### src/flash_seq_map.vh
// Constants for the flash row erase/write sequencer.
// Assumes a 32-bit APB slave at 10 MHz and an external flash array model.
// Function
// - Start with erase and enable set, config clear, erases whole addressed row
// - Erase or program begins only after keys 55h then AAh
// - Two instruction cycles of setup follow the go bit
// - Row erase stalls the CPU about 2 ms; clocks keep running
// - After erase the CPU resumes at third instruction after go
// - Programming never erases first
// - One program writes at most as many words as latches
// - Upper ten address bits pick row, low five bits pick latch
// - Programming stays inside the selected row
// - Every program or erase completion resets latches to 3FFF
// - Latch-only set: unlocked go only loads the addressed latch
// - Latch-only clear: load final latch, program all latches together
// - Interrupted key sequence loads nothing and starts nothing
// - Unloaded latches keep the blank value
// - Erase is offered only at row granularity
// - Go bits settable only; hardware clears them on completion
// - Reset during an operation sets the interrupted-program flag
// - Unlock key port is write-only and reads zero
// - Program enable clear at reset; program only while set
`ifndef FLASH_SEQ_MAP_VH
`define FLASH_SEQ_MAP_VH
// ***********************************************************************
// Register byte offsets
// ***********************************************************************
`define OFS_ADDR_LOW      12'h000
`define OFS_ADDR_HIGH     12'h004
`define OFS_DATA_LOW      12'h008
`define OFS_DATA_HIGH     12'h00C
`define OFS_CONTROL       12'h010
`define OFS_UNLOCK        12'h014
// ***********************************************************************
// Control register fields
// ***********************************************************************
`define CTL_FETCH_GO      0
`define CTL_PROG_GO       1
`define CTL_PROG_EN       2
`define CTL_WR_ERR        3
`define CTL_ERASE_SEL     4
`define CTL_LATCH_ONLY    5
`define CTL_CFG_SEL       6
// ***********************************************************************
// Values and timing
// ***********************************************************************
`define KEY_FIRST         8'h55
`define KEY_SECOND        8'hAA
`define BLANK_WORD        14'h3FFF
`define CLK_HZ            10000000
`define ERASE_TIME_US     2000
`define PROG_TIME_US      2000
`define SETUP_CYCLES      2
`endif

### src/unlock_tracker.v
// Unlock key tracker: arms on 55h then AAh written to the key port.
// Assumes one-cycle write strobes from the register slave.
`timescale 1ns/1ps
`default_nettype none
`include "flash_seq_map.vh"
module unlock_tracker (
   // Clock and reset
   input  wire       clk,
   input  wire       rst,
   // Bus write events
   input  wire       any_wr,
   input  wire       key_wr,
   input  wire [7:0] key_data,
   input  wire       go_wr,
   // Armed state
   output wire       armed
);
   localparam ST_IDLE = 2'h0;
   localparam ST_ONE  = 2'h1;
   localparam ST_TWO  = 2'h2;
   reg [1:0] state_ff;
   reg [1:0] nxt_state;
   // Every bus write is an event here: a wrong key or a go breaks the pair too
   wire      wr_seen = any_wr || key_wr || go_wr;
   wire      key_one = key_wr && key_data == `KEY_FIRST;
   wire      key_two = key_wr && key_data == `KEY_SECOND;
   assign armed = (state_ff == ST_TWO);
   always @* begin
      nxt_state = state_ff;
      case (state_ff)
         ST_IDLE: begin
            if (key_one) begin
               nxt_state = ST_ONE;
            end
         end
         ST_ONE: begin
            if (key_two) begin
               nxt_state = ST_TWO;
            end else if (!key_one && wr_seen) begin
               nxt_state = ST_IDLE;
            end
         end
         ST_TWO: begin
            // Go write consumes the unlock; a fresh first key restarts it
            if (key_one) begin
               nxt_state = ST_ONE;
            end else if (wr_seen) begin
               nxt_state = ST_IDLE;
            end
         end
         default: nxt_state = ST_IDLE;
      endcase
   end
   always @(posedge clk) begin
      if (rst) begin
         state_ff <= ST_IDLE;
      end else begin
         state_ff <= nxt_state;
      end
   end
endmodule
`default_nettype wire

### src/write_latches.v
// Bank of 14-bit write latches, blank after reset and after each erase or program.
// Assumes the sequencer gives one-cycle load and blank strobes.
`timescale 1ns/1ps
`default_nettype none
`include "flash_seq_map.vh"
module write_latches #(
   parameter NUM = 32,
   parameter IW  = 5
) (
   // Clock and reset
   input  wire             clk,
   input  wire             rst,
   // Control
   input  wire             load,
   input  wire [IW-1:0]    idx,
   input  wire [13:0]      wdata,
   input  wire             blank,
   // Readout
   input  wire [IW-1:0]    rd_idx,
   output wire [13:0]      rd_data
);
   reg [13:0] latch_ff [0:NUM-1];
   integer i;
   assign rd_data = latch_ff[rd_idx];
   always @(posedge clk) begin
      for (i = 0; i < NUM; i = i + 1) begin
         if (rst || blank) begin
            latch_ff[i] <= `BLANK_WORD;
         end else if (load && idx == i[IW-1:0]) begin
            latch_ff[i] <= wdata;
         end
      end
   end
endmodule
`default_nettype wire

### src/flash_seq.v
// Flash row erase/write sequencer with APB register slave.
// Assumes an external flash array taking row erase and word programs.
//
// The register addresses and the APB interface to the registers are this design's own decisions.
`timescale 1ns/1ps
`default_nettype none
`include "flash_seq_map.vh"
module flash_seq #(
   parameter NUM_LATCH = 32,
   parameter LW        = 5,
   parameter ERASE_CYC = (`ERASE_TIME_US * (`CLK_HZ / 1000000)),
   parameter PROG_CYC  = (`PROG_TIME_US * (`CLK_HZ / 1000000))
) (
   // Clock and reset
   input  wire        CLOCK,
   input  wire        RST,
   // APB slave
   input  wire        PSEL,
   input  wire        PENABLE,
   input  wire        PWRITE,
   input  wire [11:0] PADDR,
   input  wire [31:0] PWDATA,
   output reg  [31:0] PRDATA,
   output reg         PREADY,
   output reg         PSLVERR,
   // CPU stall
   output reg         CPU_STALL,
   // Flash array
   output reg         FL_ERASE,
   output reg         FL_PROG,
   output reg  [14:0] FL_ADDR,
   output reg  [13:0] FL_WDATA
);
   // ***********************************************************************
   // Sequencer states
   // ***********************************************************************
   localparam S_IDLE  = 3'h0;
   localparam S_SETUP = 3'h1;
   localparam S_ERASE = 3'h2;
   localparam S_PROG  = 3'h3;
   localparam S_DONE  = 3'h4;
   localparam integer SETUP_I = `SETUP_CYCLES;
   localparam [1:0]   SETUP_N = SETUP_I[1:0];
   function [23:0] min1;
      input [31:0] v;
      begin
         min1 = (v < 32'h1) ? 24'h1 : v[23:0];
      end
   endfunction
   localparam [23:0] ERASE_N = min1(ERASE_CYC);
   localparam [23:0] PROG_N  = min1(PROG_CYC);
   // ***********************************************************************
   // Registers
   // ***********************************************************************
   reg [7:0]  addr_lo_ff;
   reg [6:0]  addr_hi_ff;
   reg [7:0]  data_lo_ff;
   reg [5:0]  data_hi_ff;
   reg        prog_en_ff;
   reg        erase_sel_ff;
   reg        latch_only_ff;
   reg        cfg_sel_ff;
   reg        prog_go_ff;
   reg        fetch_go_ff;
   // Reset keeps the error flag, so it needs a power-up value of its own
   reg        wr_err_ff = 1'b0;
   reg        busy_ff   = 1'b0;
   reg [2:0]  state_ff;
   reg [2:0]  nxt_state;
   reg [23:0] cnt_ff;
   reg [23:0] nxt_cnt;
   reg [LW:0] widx_ff;
   reg        op_erase_ff;
   reg [9:0]  row_ff;
   wire       setup  = PSEL && !PENABLE;
   wire       access = PSEL && PENABLE;
   wire       wr_stb = access && PWRITE && PREADY;
   wire       key_wr = wr_stb && PADDR == `OFS_UNLOCK;
   wire       ctl_wr = wr_stb && PADDR == `OFS_CONTROL;
   wire       go_req = ctl_wr && PWDATA[`CTL_PROG_GO] && !prog_go_ff;
   wire       armed;
   wire [13:0] lat_rd;
   wire [LW-1:0] lat_idx = addr_lo_ff[LW-1:0];
   wire       go_ok = go_req && armed && prog_en_ff && !cfg_sel_ff;
   reg        lat_load;
   reg        lat_blank;
   // ***********************************************************************
   // Submodules
   // ***********************************************************************
   unlock_tracker u_unlock (
      .clk      (CLOCK),
      .rst      (RST),
      .any_wr   (wr_stb && !key_wr && !go_req),
      .key_wr   (key_wr),
      .key_data (PWDATA[7:0]),
      .go_wr    (go_req),
      .armed    (armed)
   );
   write_latches #(.NUM(NUM_LATCH), .IW(LW)) u_latch (
      .clk     (CLOCK),
      .rst     (RST),
      .load    (lat_load),
      .idx     (lat_idx),
      .wdata   ({data_hi_ff, data_lo_ff}),
      .blank   (lat_blank),
      .rd_idx  (widx_ff[LW-1:0]),
      .rd_data (lat_rd)
   );
   // ***********************************************************************
   // Sequencer
   // ***********************************************************************
   always @* begin
      nxt_state = state_ff;
      nxt_cnt   = cnt_ff;
      lat_load  = 1'b0;
      lat_blank = 1'b0;
      case (state_ff)
         S_IDLE: begin
            if (go_ok) begin
               nxt_state = S_SETUP;
               nxt_cnt   = 24'h1;
               // Last or only latch loaded with the go, in either mode
               lat_load  = !erase_sel_ff;
            end
         end
         S_SETUP: begin
            if (cnt_ff >= {22'h0, SETUP_N}) begin
               nxt_cnt = 24'h1;
               if (op_erase_ff) begin
                  nxt_state = S_ERASE;
               end else if (latch_only_ff) begin
                  nxt_state = S_IDLE;
               end else begin
                  nxt_state = S_PROG;
               end
            end else begin
               nxt_cnt = cnt_ff + 24'h1;
            end
         end
         S_ERASE: begin
            if (cnt_ff >= ERASE_N) begin
               nxt_state = S_DONE;
            end else begin
               nxt_cnt = cnt_ff + 24'h1;
            end
         end
         S_PROG: begin
            // One word per latch first, then the program time runs
            if (widx_ff == NUM_LATCH[LW:0] && cnt_ff >= PROG_N) begin
               nxt_state = S_DONE;
            end else begin
               nxt_cnt = (widx_ff == NUM_LATCH[LW:0]) ? cnt_ff + 24'h1 : cnt_ff;
            end
         end
         S_DONE: begin
            lat_blank = 1'b1;
            nxt_state = S_IDLE;
         end
         default: nxt_state = S_IDLE;
      endcase
   end
   always @(posedge CLOCK) begin
      if (RST) begin
         state_ff    <= S_IDLE;
         cnt_ff      <= 24'h0;
         widx_ff     <= {(LW+1){1'b0}};
         op_erase_ff <= 1'b0;
         row_ff      <= 10'h000;
         FL_ERASE    <= 1'b0;
         FL_PROG     <= 1'b0;
         FL_ADDR     <= 15'h0000;
         FL_WDATA    <= 14'h0000;
         CPU_STALL   <= 1'b0;
      end else begin
         state_ff <= nxt_state;
         cnt_ff   <= nxt_cnt;
         FL_ERASE <= 1'b0;
         FL_PROG  <= 1'b0;
         if (state_ff == S_IDLE && go_ok) begin
            op_erase_ff <= erase_sel_ff;
            row_ff      <= {addr_hi_ff, addr_lo_ff[7:5]};
            widx_ff     <= {(LW+1){1'b0}};
         end
         if (state_ff == S_SETUP && nxt_state == S_ERASE) begin
            FL_ERASE <= 1'b1;
            FL_ADDR  <= {row_ff, 5'h00};
         end
         if (state_ff == S_PROG && widx_ff < NUM_LATCH[LW:0]) begin
            // Row stays fixed; only the low bits walk the latches
            FL_PROG  <= 1'b1;
            FL_ADDR  <= {row_ff, widx_ff[4:0]};
            FL_WDATA <= lat_rd;
            // Index runs one past the last latch, which ends the pulses
            widx_ff  <= widx_ff + {{LW{1'b0}}, 1'b1};
         end
         // Stall covers setup and the whole erase/program time
         CPU_STALL <= (nxt_state == S_SETUP) || (nxt_state == S_ERASE)
                      || (nxt_state == S_PROG);
      end
   end
   // ***********************************************************************
   // Register file
   // ***********************************************************************
   always @(posedge CLOCK) begin
      if (RST) begin
         addr_lo_ff    <= 8'h00;
         addr_hi_ff    <= 7'h00;
         data_lo_ff    <= 8'h00;
         data_hi_ff    <= 6'h00;
         prog_en_ff    <= 1'b0;
         erase_sel_ff  <= 1'b0;
         latch_only_ff <= 1'b0;
         cfg_sel_ff    <= 1'b0;
         prog_go_ff    <= 1'b0;
         fetch_go_ff   <= 1'b0;
         // Synchronous reset landing mid-operation marks it cut short
         wr_err_ff     <= busy_ff ? 1'b1 : wr_err_ff;
         busy_ff       <= 1'b0;
      end else begin
         busy_ff <= (nxt_state != S_IDLE);
         if (wr_stb && PADDR == `OFS_ADDR_LOW) begin
            addr_lo_ff <= PWDATA[7:0];
         end
         if (wr_stb && PADDR == `OFS_ADDR_HIGH) begin
            addr_hi_ff <= PWDATA[6:0];
         end
         if (wr_stb && PADDR == `OFS_DATA_LOW) begin
            data_lo_ff <= PWDATA[7:0];
         end
         if (wr_stb && PADDR == `OFS_DATA_HIGH) begin
            data_hi_ff <= PWDATA[5:0];
         end
         if (ctl_wr) begin
            prog_en_ff    <= PWDATA[`CTL_PROG_EN];
            erase_sel_ff  <= PWDATA[`CTL_ERASE_SEL];
            latch_only_ff <= PWDATA[`CTL_LATCH_ONLY];
            cfg_sel_ff    <= PWDATA[`CTL_CFG_SEL];
            if (!PWDATA[`CTL_WR_ERR]) begin
               wr_err_ff <= 1'b0;
            end
         end
         // Go bits: set by software, cleared only by hardware
         if (go_ok) begin
            prog_go_ff <= 1'b1;
         end else if (nxt_state == S_IDLE) begin
            prog_go_ff <= 1'b0;
         end
         if (ctl_wr && PWDATA[`CTL_FETCH_GO]) begin
            fetch_go_ff <= 1'b1;
         end else if (fetch_go_ff) begin
            fetch_go_ff <= 1'b0;
         end
      end
   end
   // ***********************************************************************
   // APB answer: one wait state, ready in the second access cycle
   // ***********************************************************************
   always @(posedge CLOCK) begin
      if (RST) begin
         PREADY  <= 1'b0;
         PRDATA  <= 32'h00000000;
         PSLVERR <= 1'b0;
      end else begin
         PREADY  <= access && !PREADY;
         PSLVERR <= 1'b0;
         if (setup || (access && PREADY)) begin
            PRDATA <= 32'h00000000;
         end else if (access && !PWRITE) begin
            case (PADDR)
               `OFS_ADDR_LOW:  PRDATA <= {24'h000000, addr_lo_ff};
               `OFS_ADDR_HIGH: PRDATA <= {25'h0000000, addr_hi_ff};
               `OFS_DATA_LOW:  PRDATA <= {24'h000000, data_lo_ff};
               `OFS_DATA_HIGH: PRDATA <= {26'h0000000, data_hi_ff};
               `OFS_CONTROL:   PRDATA <= {25'h0000000, cfg_sel_ff, latch_only_ff,
                                          erase_sel_ff, wr_err_ff, prog_en_ff,
                                          prog_go_ff, fetch_go_ff};
               `OFS_UNLOCK:    PRDATA <= 32'h00000000;
               default:        PRDATA <= 32'h00000000;
            endcase
            PSLVERR <= !(PADDR == `OFS_ADDR_LOW || PADDR == `OFS_ADDR_HIGH
                         || PADDR == `OFS_DATA_LOW || PADDR == `OFS_DATA_HIGH
                         || PADDR == `OFS_CONTROL || PADDR == `OFS_UNLOCK);
         end
      end
   end
endmodule
`default_nettype wire

### config.mk
export PLATFORM = sky130hd
export DESIGN_NAME = flash_seq
export DESIGN_NICKNAME = d
export VERILOG_FILES = /design/src/unlock_tracker.v /design/src/write_latches.v /design/src/flash_seq.v
export VERILOG_INCLUDE_DIRS = /design/src
export SDC_FILE = /design/constraint.sdc
export NUM_CORES = 1
export LEC_CHECK = 0
export BUFFER_PORTS_ARGS = -buffer_cell sky130_fd_sc_hd__buf_2
export CORE_MARGIN = 3
export CORE_UTILIZATION = 40
export DETAILED_ROUTE_END_ITERATION = 7
export SLEW_MARGIN = 20
export SYNTH_ARGS = -nofsm -noshare
export SYNTH_HDL_FRONTEND = slang
export SYNTH_HIERARCHICAL = 1
export SYNTH_SLANG_ARGS = --single-unit
### constraint.sdc
create_clock -name CLOCK -period 4.8 [get_ports CLOCK]
set_input_delay 0.72 -clock CLOCK [delete_from_list [all_inputs] [get_ports CLOCK]]
set_output_delay 0.72 -clock CLOCK [all_outputs]
set_load 0.005 [all_outputs]
After elaboration in Yosys (flattened, before gate mapping)
Memories as Yosys holds them, arrays and structs flattened. A register that Yosys moved wholly into a read port is not among the register bits.
Cells that the tools add are included.
{"block": "word_totals", "output_inout_bits": 66, "ramBits": 448, "latchBits": 0, "input_bits": 49, "mem_bits_ro": 0, "wordCells": 384, "reg_bits": 135, "memories": 1}
{"memory": "u_latch.latch_ff", "depth": 32, "word_bits": 14, "rd": 1, "rd_ports_with_merged_regs": 1, "write_ports": 32, "line": "write_latches.v:22", "text": "reg [13:0] latch_ff [0:NUM-1];"}
{"block": "op_classes", "n_bitwise": 33, "n_reduce_logical": 97, "order_cmp": 3, "mul": 0, "n_mux": 166, "n_div": 0, "shift": 0, "n_eq_ne": 57, "n_addsub": 2}
{"operator": "14-bit 2-to-1 mux", "n": 32}
{"operator": "24-bit 2-to-1 mux", "n": 5}
{"operator": "1-bit 2-to-1 mux", "n": 110}
{"operator": "24-bit case mux with 4 select lines", "n": 1}
{"operator": "5-bit equality test, second input constant", "n": 16}
{"operator": "1-bit logical AND", "n": 60}
{"operator": "5-bit by 4-bit equality test with 1-bit output, second input constant", "n": 8}
{"operator": "8-bit case mux with 5 select lines", "n": 1}
{"operator": "1-bit OR", "n": 32}
{"operator": "15-bit 2-to-1 mux", "n": 2}
{"operator": "24-bit by 1-bit adder with 24-bit output, second input constant", "n": 1}
{"operator": "12-bit by 4-bit equality test with 1-bit output, second input constant", "n": 2}
{"operator": "12-bit by 5-bit equality test with 1-bit output, second input constant", "n": 2}
{"operator": "24-bit by 15-bit >= comparator with 1-bit output, second input constant", "n": 1}
{"operator": "24-bit by 2-bit >= comparator with 1-bit output, second input constant", "n": 1}
{"operator": "5-bit by 3-bit equality test with 1-bit output, second input constant", "n": 4}
{"operator": "2-bit 2-to-1 mux", "n": 7}
{"operator": "12-bit by 3-bit equality test with 1-bit output, second input constant", "n": 1}
{"operator": "3-bit by 2-bit equality test with 1-bit output, second input constant", "n": 4}
{"operator": "12-bit logical NOT", "n": 1}
{"operator": "3-bit 2-to-1 mux", "n": 4}
{"operator": "6-bit 2-to-1 mux", "n": 2}
{"operator": "3-bit case mux with 4 select lines", "n": 1}
{"operator": "1-bit logical OR", "n": 11}
{"operator": "27 further kinds", "n": 49}

Longest topological paths before layout
Gate-level depths: netlist (run 1).
{"block": "depth", "ltp_word": 16, "ltp_mapped": 11, "mapped_depth_nobuf": 8}

Cells and area by module
The synthesis (run 1) kept the hierarchy.
{"module": "write_latches", "seq_area_each_um2": 13452.9, "cells_per_inst": 1597, "area_each_um2": 21096.5, "n_inst": 1}
{"module": "flash_seq", "seq_area_each_um2": 2472.4, "cells_per_inst": 610, "area_each_um2": 5455.2, "n_inst": 1}
{"module": "unlock_tracker", "seq_area_each_um2": 40.0, "cells_per_inst": 15, "area_each_um2": 150.1, "n_inst": 1}

Worst setup path before layout (run 1)
Ideal clock, no wire load.
{"block": "synth_timing", "path_type": "in2reg", "from": "input port PADDR[4]", "to": "memory u_latch.latch_ff[16][0], enable pin", "required_time_ps": 4396, "setup_time_ps": 404, "t_arrival_ps": 3432, "setup_slack_ps": 964, "path_buffers": 3, "cell_stages": 8, "cell_sequence": "clkbuf_1 buf_1 nor2b_1 nand4_1 nor3_1 nand2_1 clkbuf_1 o21ai_0"}
{"item": "start, declared", "line": "flash_seq.v:21", "text": "input wire [11:0] PADDR,"}
{"item": "end, declared", "line": "write_latches.v:22"}

==> results of run 1 <==
==> state kept, by name (all words and copies together) (netlist names), 2 cells and up <==
register           flops
u_unlock/state_ff      2
row_ff                10
PRDATA                 8
widx_ff                6
addr_lo_ff             8
data_hi_ff             6
FL_WDATA              14
data_lo_ff             8
FL_ADDR               15
u_latch/latch_ff     448
addr_hi_ff             7
state_ff               3
cnt_ff                24
==> synth_stat cells (9+ instances only) <==
master	n
sky130_fd_sc_hd__edfxtp_1	449
sky130_fd_sc_hd__buf_2	29
sky130_fd_sc_hd__nand2_1	126
sky130_fd_sc_hd__nor2b_1	9
sky130_fd_sc_hd__buf_1	11
sky130_fd_sc_hd__mux2_2	12
sky130_fd_sc_hd__a21oi_1	84
sky130_fd_sc_hd__mux2i_1	257
sky130_fd_sc_hd__nand3_1	45
sky130_fd_sc_hd__nand2b_1	9
sky130_fd_sc_hd__o21ai_0	48
sky130_fd_sc_hd__clkbuf_1	162
sky130_fd_sc_hd__a31oi_1	15
sky130_fd_sc_hd__buf_4	32
sky130_fd_sc_hd__or3_1	458
sky130_fd_sc_hd__nor2_1	75
sky130_fd_sc_hd__a22oi_1	58
sky130_fd_sc_hd__nand4_1	23
sky130_fd_sc_hd__a22o_1	34
sky130_fd_sc_hd__nor3_1	25
sky130_fd_sc_hd__and2_1	14
sky130_fd_sc_hd__buf_6	18
sky130_fd_sc_hd__dfxtp_1	124
==> final cells by class <==
| cell class | instances | area (um2) | share of cell area |
|---|---|---|---|
| Multi-Input combinational cell | 1411 | 9610 | 0.325 |
| Tap cell | 864 | 1080 | 0.0366 |
| Clock buffer | 78 | 1590 | 0.0539 |
| Inverter | 8 | 30.0 | 0.00102 |
| Sequential cell | 573 | 16000 | 0.541 |
| Clock inverter | 27 | 290 | 0.00983 |
| Timing Repair Buffer | 143 | 961 | 0.0325 |
==> worst register-to-register path: cells and delay by family, from the launching register on <==
kind          cells  cell delay [ps]
buf+inv           2              570
flops             1              360
simple gates      7             2140
==> kinds of logic (layout without fill, tap and decap cells) <==
family / Yosys count / in the layout
AND/OR/NAND/NOR: 825 / 825
other: 1 / 24
XOR/XNOR: 9 / 9
adder cells (fa/ha/maj): 4 / 4
buffers and inverters: 261 / 256
AO/OA/AOI/OAI: 280 / 280
flip-flops: 573 / 573
multiplexers: 269 / 269
==> cells in the final DEF (no fill, tap or decap), types with 12 or more instances in the layout <==
cell / synthesis / routed
sky130_fd_sc_hd__conb_1: 1 / 24
sky130_fd_sc_hd__mux2i_1: 257 / 257
sky130_fd_sc_hd__nand3_1: 45 / 43
sky130_fd_sc_hd__a31oi_1: 15 / 15
sky130_fd_sc_hd__a21oi_1: 84 / 84
sky130_fd_sc_hd__buf_2: 29 / 65
sky130_fd_sc_hd__a22o_1: 34 / 34
sky130_fd_sc_hd__dfxtp_1: 124 / 123
sky130_fd_sc_hd__nand2_1: 126 / 124
sky130_fd_sc_hd__o21ai_1: 1 / 33
sky130_fd_sc_hd__mux2_2: 12 / 12
sky130_fd_sc_hd__buf_4: 32 / 74
sky130_fd_sc_hd__and2_1: 14 / 13
sky130_fd_sc_hd__a22oi_1: 58 / 58
sky130_fd_sc_hd__clkbuf_16: 0 / 58
sky130_fd_sc_hd__o21ai_0: 48 / 16
sky130_fd_sc_hd__nand4_1: 23 / 23
sky130_fd_sc_hd__nor2_1: 75 / 73
sky130_fd_sc_hd__nor3_1: 25 / 23
sky130_fd_sc_hd__or3_1: 458 / 457
sky130_fd_sc_hd__clkbuf_1: 162 / 13
sky130_fd_sc_hd__edfxtp_1: 449 / 449
==> how the worst min path moves through the flow <==
stage	to	depth (start not counted)
floorplan	cnt_ff[21]	1
global placement	cnt_ff[21]	1
detailed placement	row_ff[2]	2
CTS	addr_lo_ff[7]	3
global route	data_lo_ff[7]	3
finish	addr_lo_ff[7]	3
==> through the flow <==
step	setup slack (ps)	total power [mW]	cell area (um2)	utilization
after CTS	1500	10.2	29500	0.447
after global placement	990	5.66	27600	0.419
after global routing	1200	10.4	29500	0.448
after floorplan	964	5.59	26800	-
after detailed placement	901	5.67	27600	0.419
final	1460	10.1	29500	0.448
==> per-layer routing <==
metal	share of wire	routed length, um	GRT usage
met5	0	0	0
met4	0.028	2040	0.0625
met3	0.059	4270	0.0295
met2	0.48	34900	0.340
met1	0.43	31100	0.278
==> power groups by stage <==
stage / Clock (mW) / Sequential (mW) / Combinational (mW)
3_3_place_gp: 0 / 5.46 / 0.198
5_1_grt: 4.80 / 5.36 / 0.218
6_report: 4.51 / 5.36 / 0.202
3_5_place_dp: 0 / 5.47 / 0.202
4_1_cts: 4.59 / 5.36 / 0.203
2_1_floorplan: 0 / 5.47 / 0.117
==> results, run 1 <==
- The number of resized instances in the post-cts repair step is 0.
- The ratio of final minimum period to clock period is 0.696.
- Synthesis inferred 573 register bits.
- Counting distinct cell types in the post-synthesis netlist gives 68.
- The net switching power of the design is approximately 2.0 mW.
- The number of clock buffers inserted by TritonCTS is a little under 60.
- Clock-pin slew was measured on the worst setup and hold paths at about 60 ps.
- In this run the worst path has a maximum fanout of ~110.
- The sort of element at the end of the critical path is a flop.
- The DRC violation count after routing is 0.
- Across the VDD grid, the largest voltage drop is 0.278 mV.
- The kind of path behind the tightest hold check is input port to flop.
- The most critical setup path has its startpoint at prog_en_ff.
- For this run, the detailed router's first-pass iteration total came to 5.
- The vertical extent of the die is about 260 um.
- Of the total power, the share spent switching nets is 0.203.
- The final RePlAce weighted congestion is 0.808.
- The share of the synthesized area in compound gates (AO/OA/AOI/OAI) came to 0.0698.
- The internal reg-to-reg setup slack is 1460 ps.
- Sorting the synthesized cells by area gives the leading types as sky130_fd_sc_hd__edfxtp_1 (50%), sky130_fd_sc_hd__or3_1 (11%), sky130_fd_sc_hd__mux2i_1 (9.6%).
- The via count of the first global-routing pass is ~18000.
- On the worst path, the slowest cell contributes a delay of 710 ps.
- The logic gate share of total power is 0.020.
- The later-pin clock latency in the skew report is around 620 ps.
- The biggest area contributor in the post-synthesis netlist is sky130_fd_sc_hd__edfxtp_1.
- Averaged over all synthesized cells, the footprint is roughly 12 um2.
- The worst setup path is of the flop to flop kind.
- The maximum level of the CTS H-tree is 2.
- The number of antenna violations at the first check in global routing is 0.
- The overall die width is 264 um.
- The final number of max-transition violations is 0.
- The count of warnings emitted by yosys is 6.
- The number of violations of the max-capacitance limit is 0.
- STA classifies the critical path startpoint as a flop.
- The leakage power is 7.84 nW.
- The wire length of the first global-routing pass is roughly 110000 um.
- The smallest clock period supported by the final layout is computed as about 3300 ps.
- For this run, the total global-route usage over all layers was measured as 0.204.
- In this run the post-CTS setup repair buffer count came out at 0.
- The count of pins on the block boundary is around 120.
- In this run the remaining antenna-violating nets after routing total 0.
- The routed layout has between 15000 and 20000 vias.
- In the synthesized netlist, the number of instances is 2222.
- The number of violations reported at the end of detailed-routing iteration 0 is ~1600.
- The pin count of the biggest net entering global routing is 114.
- In the final design database the tool counted 2248 nets.
- Counting flops with an async set or reset pin after synthesis yields a share of 0.
- STA puts the critical path data arrival time at 3690 ps.
- Setup repair after global routing left no endpoint under its margin.
- The flow ran to the end, and the final reports show no timing, DRC or antenna violations.
- The startpoint of the tightest hold check path is PWDATA[7].
- The count of flip-flops with a built-in enable after synthesis is between 400 and 500.
- Of the post-synthesis cell area, the part taken by muxes is 0.101.
- TritonCTS built the clock tree.
- The critical path buffer and inverter count is 2.
- The final cell count without fillers is ~3100.
- The transition time at the pin with the least slew margin is 1110 ps.
- The dominant delay contributor by cell family on the critical path is simple AND/OR/NAND/NOR gates.
- Data on the critical path is required at its endpoint by roughly 5200 ps.
- The largest family of logic cells by synthesized area is simple AND/OR/NAND/NOR gates.
- Hold repair after CTS inserted 0 buffers.
- Walking the worst path, the cells encountered are nor4bb_1, and2_1, nand4_1, nor3_1, buf_4, nand2b_4, or3_4, buf_12, or3_1.
- Of the total synthesized cell area, the portion taken by full adders, half adders and majority gates is 0.00187.
- Buffers placed on the I/O ports in this run total 66.
- Of the total power, the clock network draws 0.448.
- The maximum buffer depth of the clock tree is 3.
- In this run the cell area of the synthesized design comes to 26700 um2.
- The most used flip-flop cell after synthesis is sky130_fd_sc_hd__edfxtp_1.
- The cell count after placement is between 2000 and 3000.
- Using the TritonRoute via totals, the vias-per-cell ratio works out to slightly below 6.
- The post-synthesis xor/xnor area fraction is 0.00295.
- Across all hold checks on the routed design, the worst slack comes to about 410 ps.
- The share of the Yosys chip area taken by registers is 0.598.
- The achievable frequency is 0.299 GHz.
- The slowest cell on the critical path is sky130_fd_sc_hd__or3_4.
- Setup violations remaining at the end of the flow were counted as 0.
- Counting cells, the worst reg-to-reg path comes to 9.
- The antenna cell count is 0.
- The placeable core region is between 60000 and 70000 um2.
- Counting the fill cells in the layout gives around 6000.
- The worst pin sits at a relative slew slack of 0.256.
- Of the total power, registers draw 0.532.
- The worst reg2reg path endpoint is u_latch/latch_ff[13][1].
- After legalization and detailed placement, the total HPWL measured ~43000 um.
- The tree is rooted in a sky130_fd_sc_hd__clkbuf_16.
- Dividing the detail-routed wire length by the instance count gives roughly 23 um.
- In the final timing run, aggregate negative setup slack is 0 ps.
- The clock arrives with roughly 25 ps of skew.
- The total stage count of the critical path is 9.
- The total internal power is 8.03 mW.
- The most critical setup path has its endpoint at u_latch/latch_ff[13][1].
- For this design the ratio of total power to cell area is around 340 nW/um2.
- The share of Yosys cell area claimed by the top area cell type is 0.505.
- The number of rows created at floorplan is 94.
- The area fraction in and, or, nand and nor cells after synthesis is 0.178.
- For this design, the sink count on the clock tree is between 500 and 600.
- The initial cell density of the core is 0.405.
- After detailed routing, the total wire length is 72300 um.
- The startpoint identified for the worst register-to-register timing path is prog_en_ff.
- The growth of design area from synthesis to finish is 10.6%.
- The overall die area is 69900 um2.
- The remaining global-route overflow is 0.
- The final count of hold timing violations is 0.
- The share of post-route cells with drive strength above 1 is 0.124.
(Power assumes the default switching activity.)
==> run 2: changes to the inputs <==
==> constraint.sdc (replaced) <==
create_clock -name CLOCK -period 3.2 [get_ports CLOCK]
set_input_delay 0.48 -clock CLOCK [delete_from_list [all_inputs] [get_ports CLOCK]]
set_output_delay 0.48 -clock CLOCK [all_outputs]
set_load 0.005 [all_outputs]
==> run 2 against run 1 <==
  * Setup slack got worse by 1000 ps
  * Hold slack got worse by 270 ps
  * Fmax rose by 20%
  * Sequential power rose by 50%
  * Register-to-register slack got worse by 1000 ps
  * Routed wire length rose by 0.28%
  * Core utilization rose by 0.72 points
  * Critical path type unchanged
  * Highest routed layer unchanged
==> results, run 2 (synthesized netlist as in run 1, its figures left out) <==
- The flow ran to the end, and the final reports show no timing, DRC or antenna violations.
- The worst path setup slack after routing was 409 ps (-1050 ps).
- The placement-stage worst setup slack is 225 ps (-676 ps).
- The worst hold slack across all endpoints is 141 ps (-268 ps).
- The number of resized instances in the post-cts repair step is 0 (unchanged).
- The overall die width is 264 um (unchanged).
- The total via count after detailed routing is 18000 (+0.47%).
- The placeable core region is 66000 um2 (unchanged).
- The final count of hold timing violations was 0 (unchanged).
- The net total in the final layout was 2283 (+1.6%).
- The total power was 15.6 mW (+54%).
- The worst reg2reg path depth is 9 (unchanged).
- The maximum ir drop on the vdd rail is 0.442 mV (+59%).
- The initial cell density of the core was 0.405 (unchanged).
- The total of endpoints with negative setup slack in the final report is 0 (unchanged).
- The design area came to 30000 um2 (+1.6%).
- The later-pin clock latency in the skew report is 660 ps (+40 ps).
- The number of stages on the worst hold path is 3 (unchanged).
- The cell count after placement is 3032 (+1.1%).
- The DRC violation count after routing came to 0 (unchanged).
- Leaving out fill and tap cells, the most frequent cells in the layout are sky130_fd_sc_hd__or3_1 (457), sky130_fd_sc_hd__edfxtp_1 (449), sky130_fd_sc_hd__mux2i_1 (257), sky130_fd_sc_hd__nand2_1 (126), sky130_fd_sc_hd__dfxtp_1 (123).
- The leakage power is 8.09 nW (+3.2%).
- The category of the most critical setup path is flop to flop.
- The overall track demand over capacity in global routing was 0.203 (-0.00113).
- The maximum level of the CTS H-tree is 2 (unchanged).
- The achievable frequency is 0.358 GHz (+20%).
- The worst setup path is launched from a flop.
- The power per cell area came to 519 nW/um2 (+52%).
- The TritonCTS sink count came to 573 (unchanged).
- The final cell count without fillers is 3148 (+1.4%).
- The via count of the first global-routing pass is 17800 (+0.92%).
- The number of nets with antenna violations after routing came to 0 (unchanged).
- The wire length after detailed routing is 72500 um (+0.28%).
- The detail-routed via count per cell is 5.72 (-0.94%).
- The internal reg-to-reg setup slack is 410 ps (-1050 ps).
- The HPWL after detailed placement is 43900 um (+2.6%).
- The number of violations reported at the end of detailed-routing iteration 0 is 1608 (+1.2%).
- The number of iterations in the first detailed-routing pass is 5 (unchanged).
- The maximum buffer depth of the clock tree is 3 (unchanged).
- The final core utilization came to 0.455 (+0.00724).
- The overall die area is 69900 um2 (unchanged).
- The setup TNS after final layout was 0 ps (unchanged).
- The flip-flop count of the largest register, all copies and words added came to 448 (unchanged).
- The final RePlAce weighted congestion is 0.825 (+2.1%).
- The number of antenna violations at the first check in global routing was 1 (+1).
- The hold buffer count at cts is 0 (unchanged).
- The remaining global-route overflow was 0 (unchanged).
- The required time of the critical path is 3590 ps (-1560 ps).
- The mean routed wirelength per cell is 23.0 um (-1.1%).
- The number of I/O port buffers came to 66 (unchanged).
- The most frequent standard cell in the layout excluding fill and tap cells is sky130_fd_sc_hd__or3_1.
- Setup repair after global routing left no endpoint under its margin.
- The critical-path maximum fanout was 84 (-26%).
- The count of pins on the block boundary is 115 (unchanged).
- The number of clock buffers inserted by TritonCTS is 60 (+3.4%).
- STA classifies the critical path endpoint as a flop.
- Compared with the post-synthesis result, the final layout area differs by 12.4%.
- The vertical extent of the die is 264 um (unchanged).
- The area of placed instances was 27900 um2 (+1.1%).
- The ratio of final minimum period to clock period is 0.872 (+0.176).
- The kind of path behind the tightest hold check is input port to flop.
- The number of buffers added for setup after CTS is 0 (unchanged).
- The post-layout minimum cycle time came to 2790 ps (-551 ps).
- The transition time at the pin with the least slew margin is 1090 ps (-23.2 ps).
- The share of post-route cells with drive strength above 1 is 0.140 (+0.0162).
- The pin count of the biggest net entering global routing is 225 (+97%).
- The endpoint arrival time on the critical path is 3180 ps (-510 ps).
- The wire length of the first global-routing pass was 109000 um (-0.35%).
- The worst-case headroom to the max-slew limit came to 0.272 (+0.0155).
- The clock edge transition at the registers on the reported setup and hold paths is 60 ps (about the same).
- TritonCTS built the clock tree.
- The largest registers in the layout are u_latch/latch_ff: 448 flops, cnt_ff: 24 flops, FL_ADDR: 15 flops.
- The worst clock skew is 67.4 ps (+42.6 ps).
- The final number of max-transition violations is 0 (unchanged).
- The number of rows created at floorplan is 94 (unchanged).
- The number of violations of the max-capacitance limit is 0 (unchanged).
- The root buffer cell chosen for the clock tree is sky130_fd_sc_hd__clkbuf_16.
- Ranked by flip-flop count, first place goes to u_latch/latch_ff.
==> run 2: power breakdown <==
| group | switching, mW | internal [mW] |
|---|---|---|
| Clock | 2.99 | 4.23 |
| Combinational | 0.230 | 0.0788 |
| Sequential | 0.0113 | 8.03 |
| Total | 3.23 | 12.3 |
==> run 2: critical path, cell delays in order (launching register included) <==
cell and delay, ps:
sky130_fd_sc_hd__dfxtp_1 370, sky130_fd_sc_hd__nor4bb_1 350, sky130_fd_sc_hd__and2_1 210, sky130_fd_sc_hd__nand4_1 100, sky130_fd_sc_hd__nor3_1 150, sky130_fd_sc_hd__buf_4 170, sky130_fd_sc_hd__nand2b_4 50, sky130_fd_sc_hd__or3_4 380
sky130_fd_sc_hd__buf_4 330, sky130_fd_sc_hd__or3_1 390
==> run 2: cell type report <==
type                            count  area (um2)
Inverter                            8        30.0
Timing Repair Buffer              176        1270
Tap cell                          864        1080
Fill cell                        5924       36000
Antenna cell                        3        7.51
Multi-Input combinational cell   1411        9590
Sequential cell                   573       16000
Clock inverter                     37         448
Clock buffer                       76        1610
==> run 2: worst paths after layout <==
check	startpoint	end
min reg2reg	row_ff[0]	row_ff[0]
max	prog_en_ff	u_latch/latch_ff[15][3]
min	PENABLE	PREADY
max reg2reg	prog_en_ff	u_latch/latch_ff[15][3]
==> run 2: metal layers <==
layer | GRT usage | up-vias | wire, um
met4 | 0.0611 | 0 | 1880
met5 | 0 | - | 0
met3 | 0.0276 | 110 | 4420
li1 | - | 8320 | -
met2 | 0.342 | 548 | 35400
met1 | 0.275 | 9021 | 30800
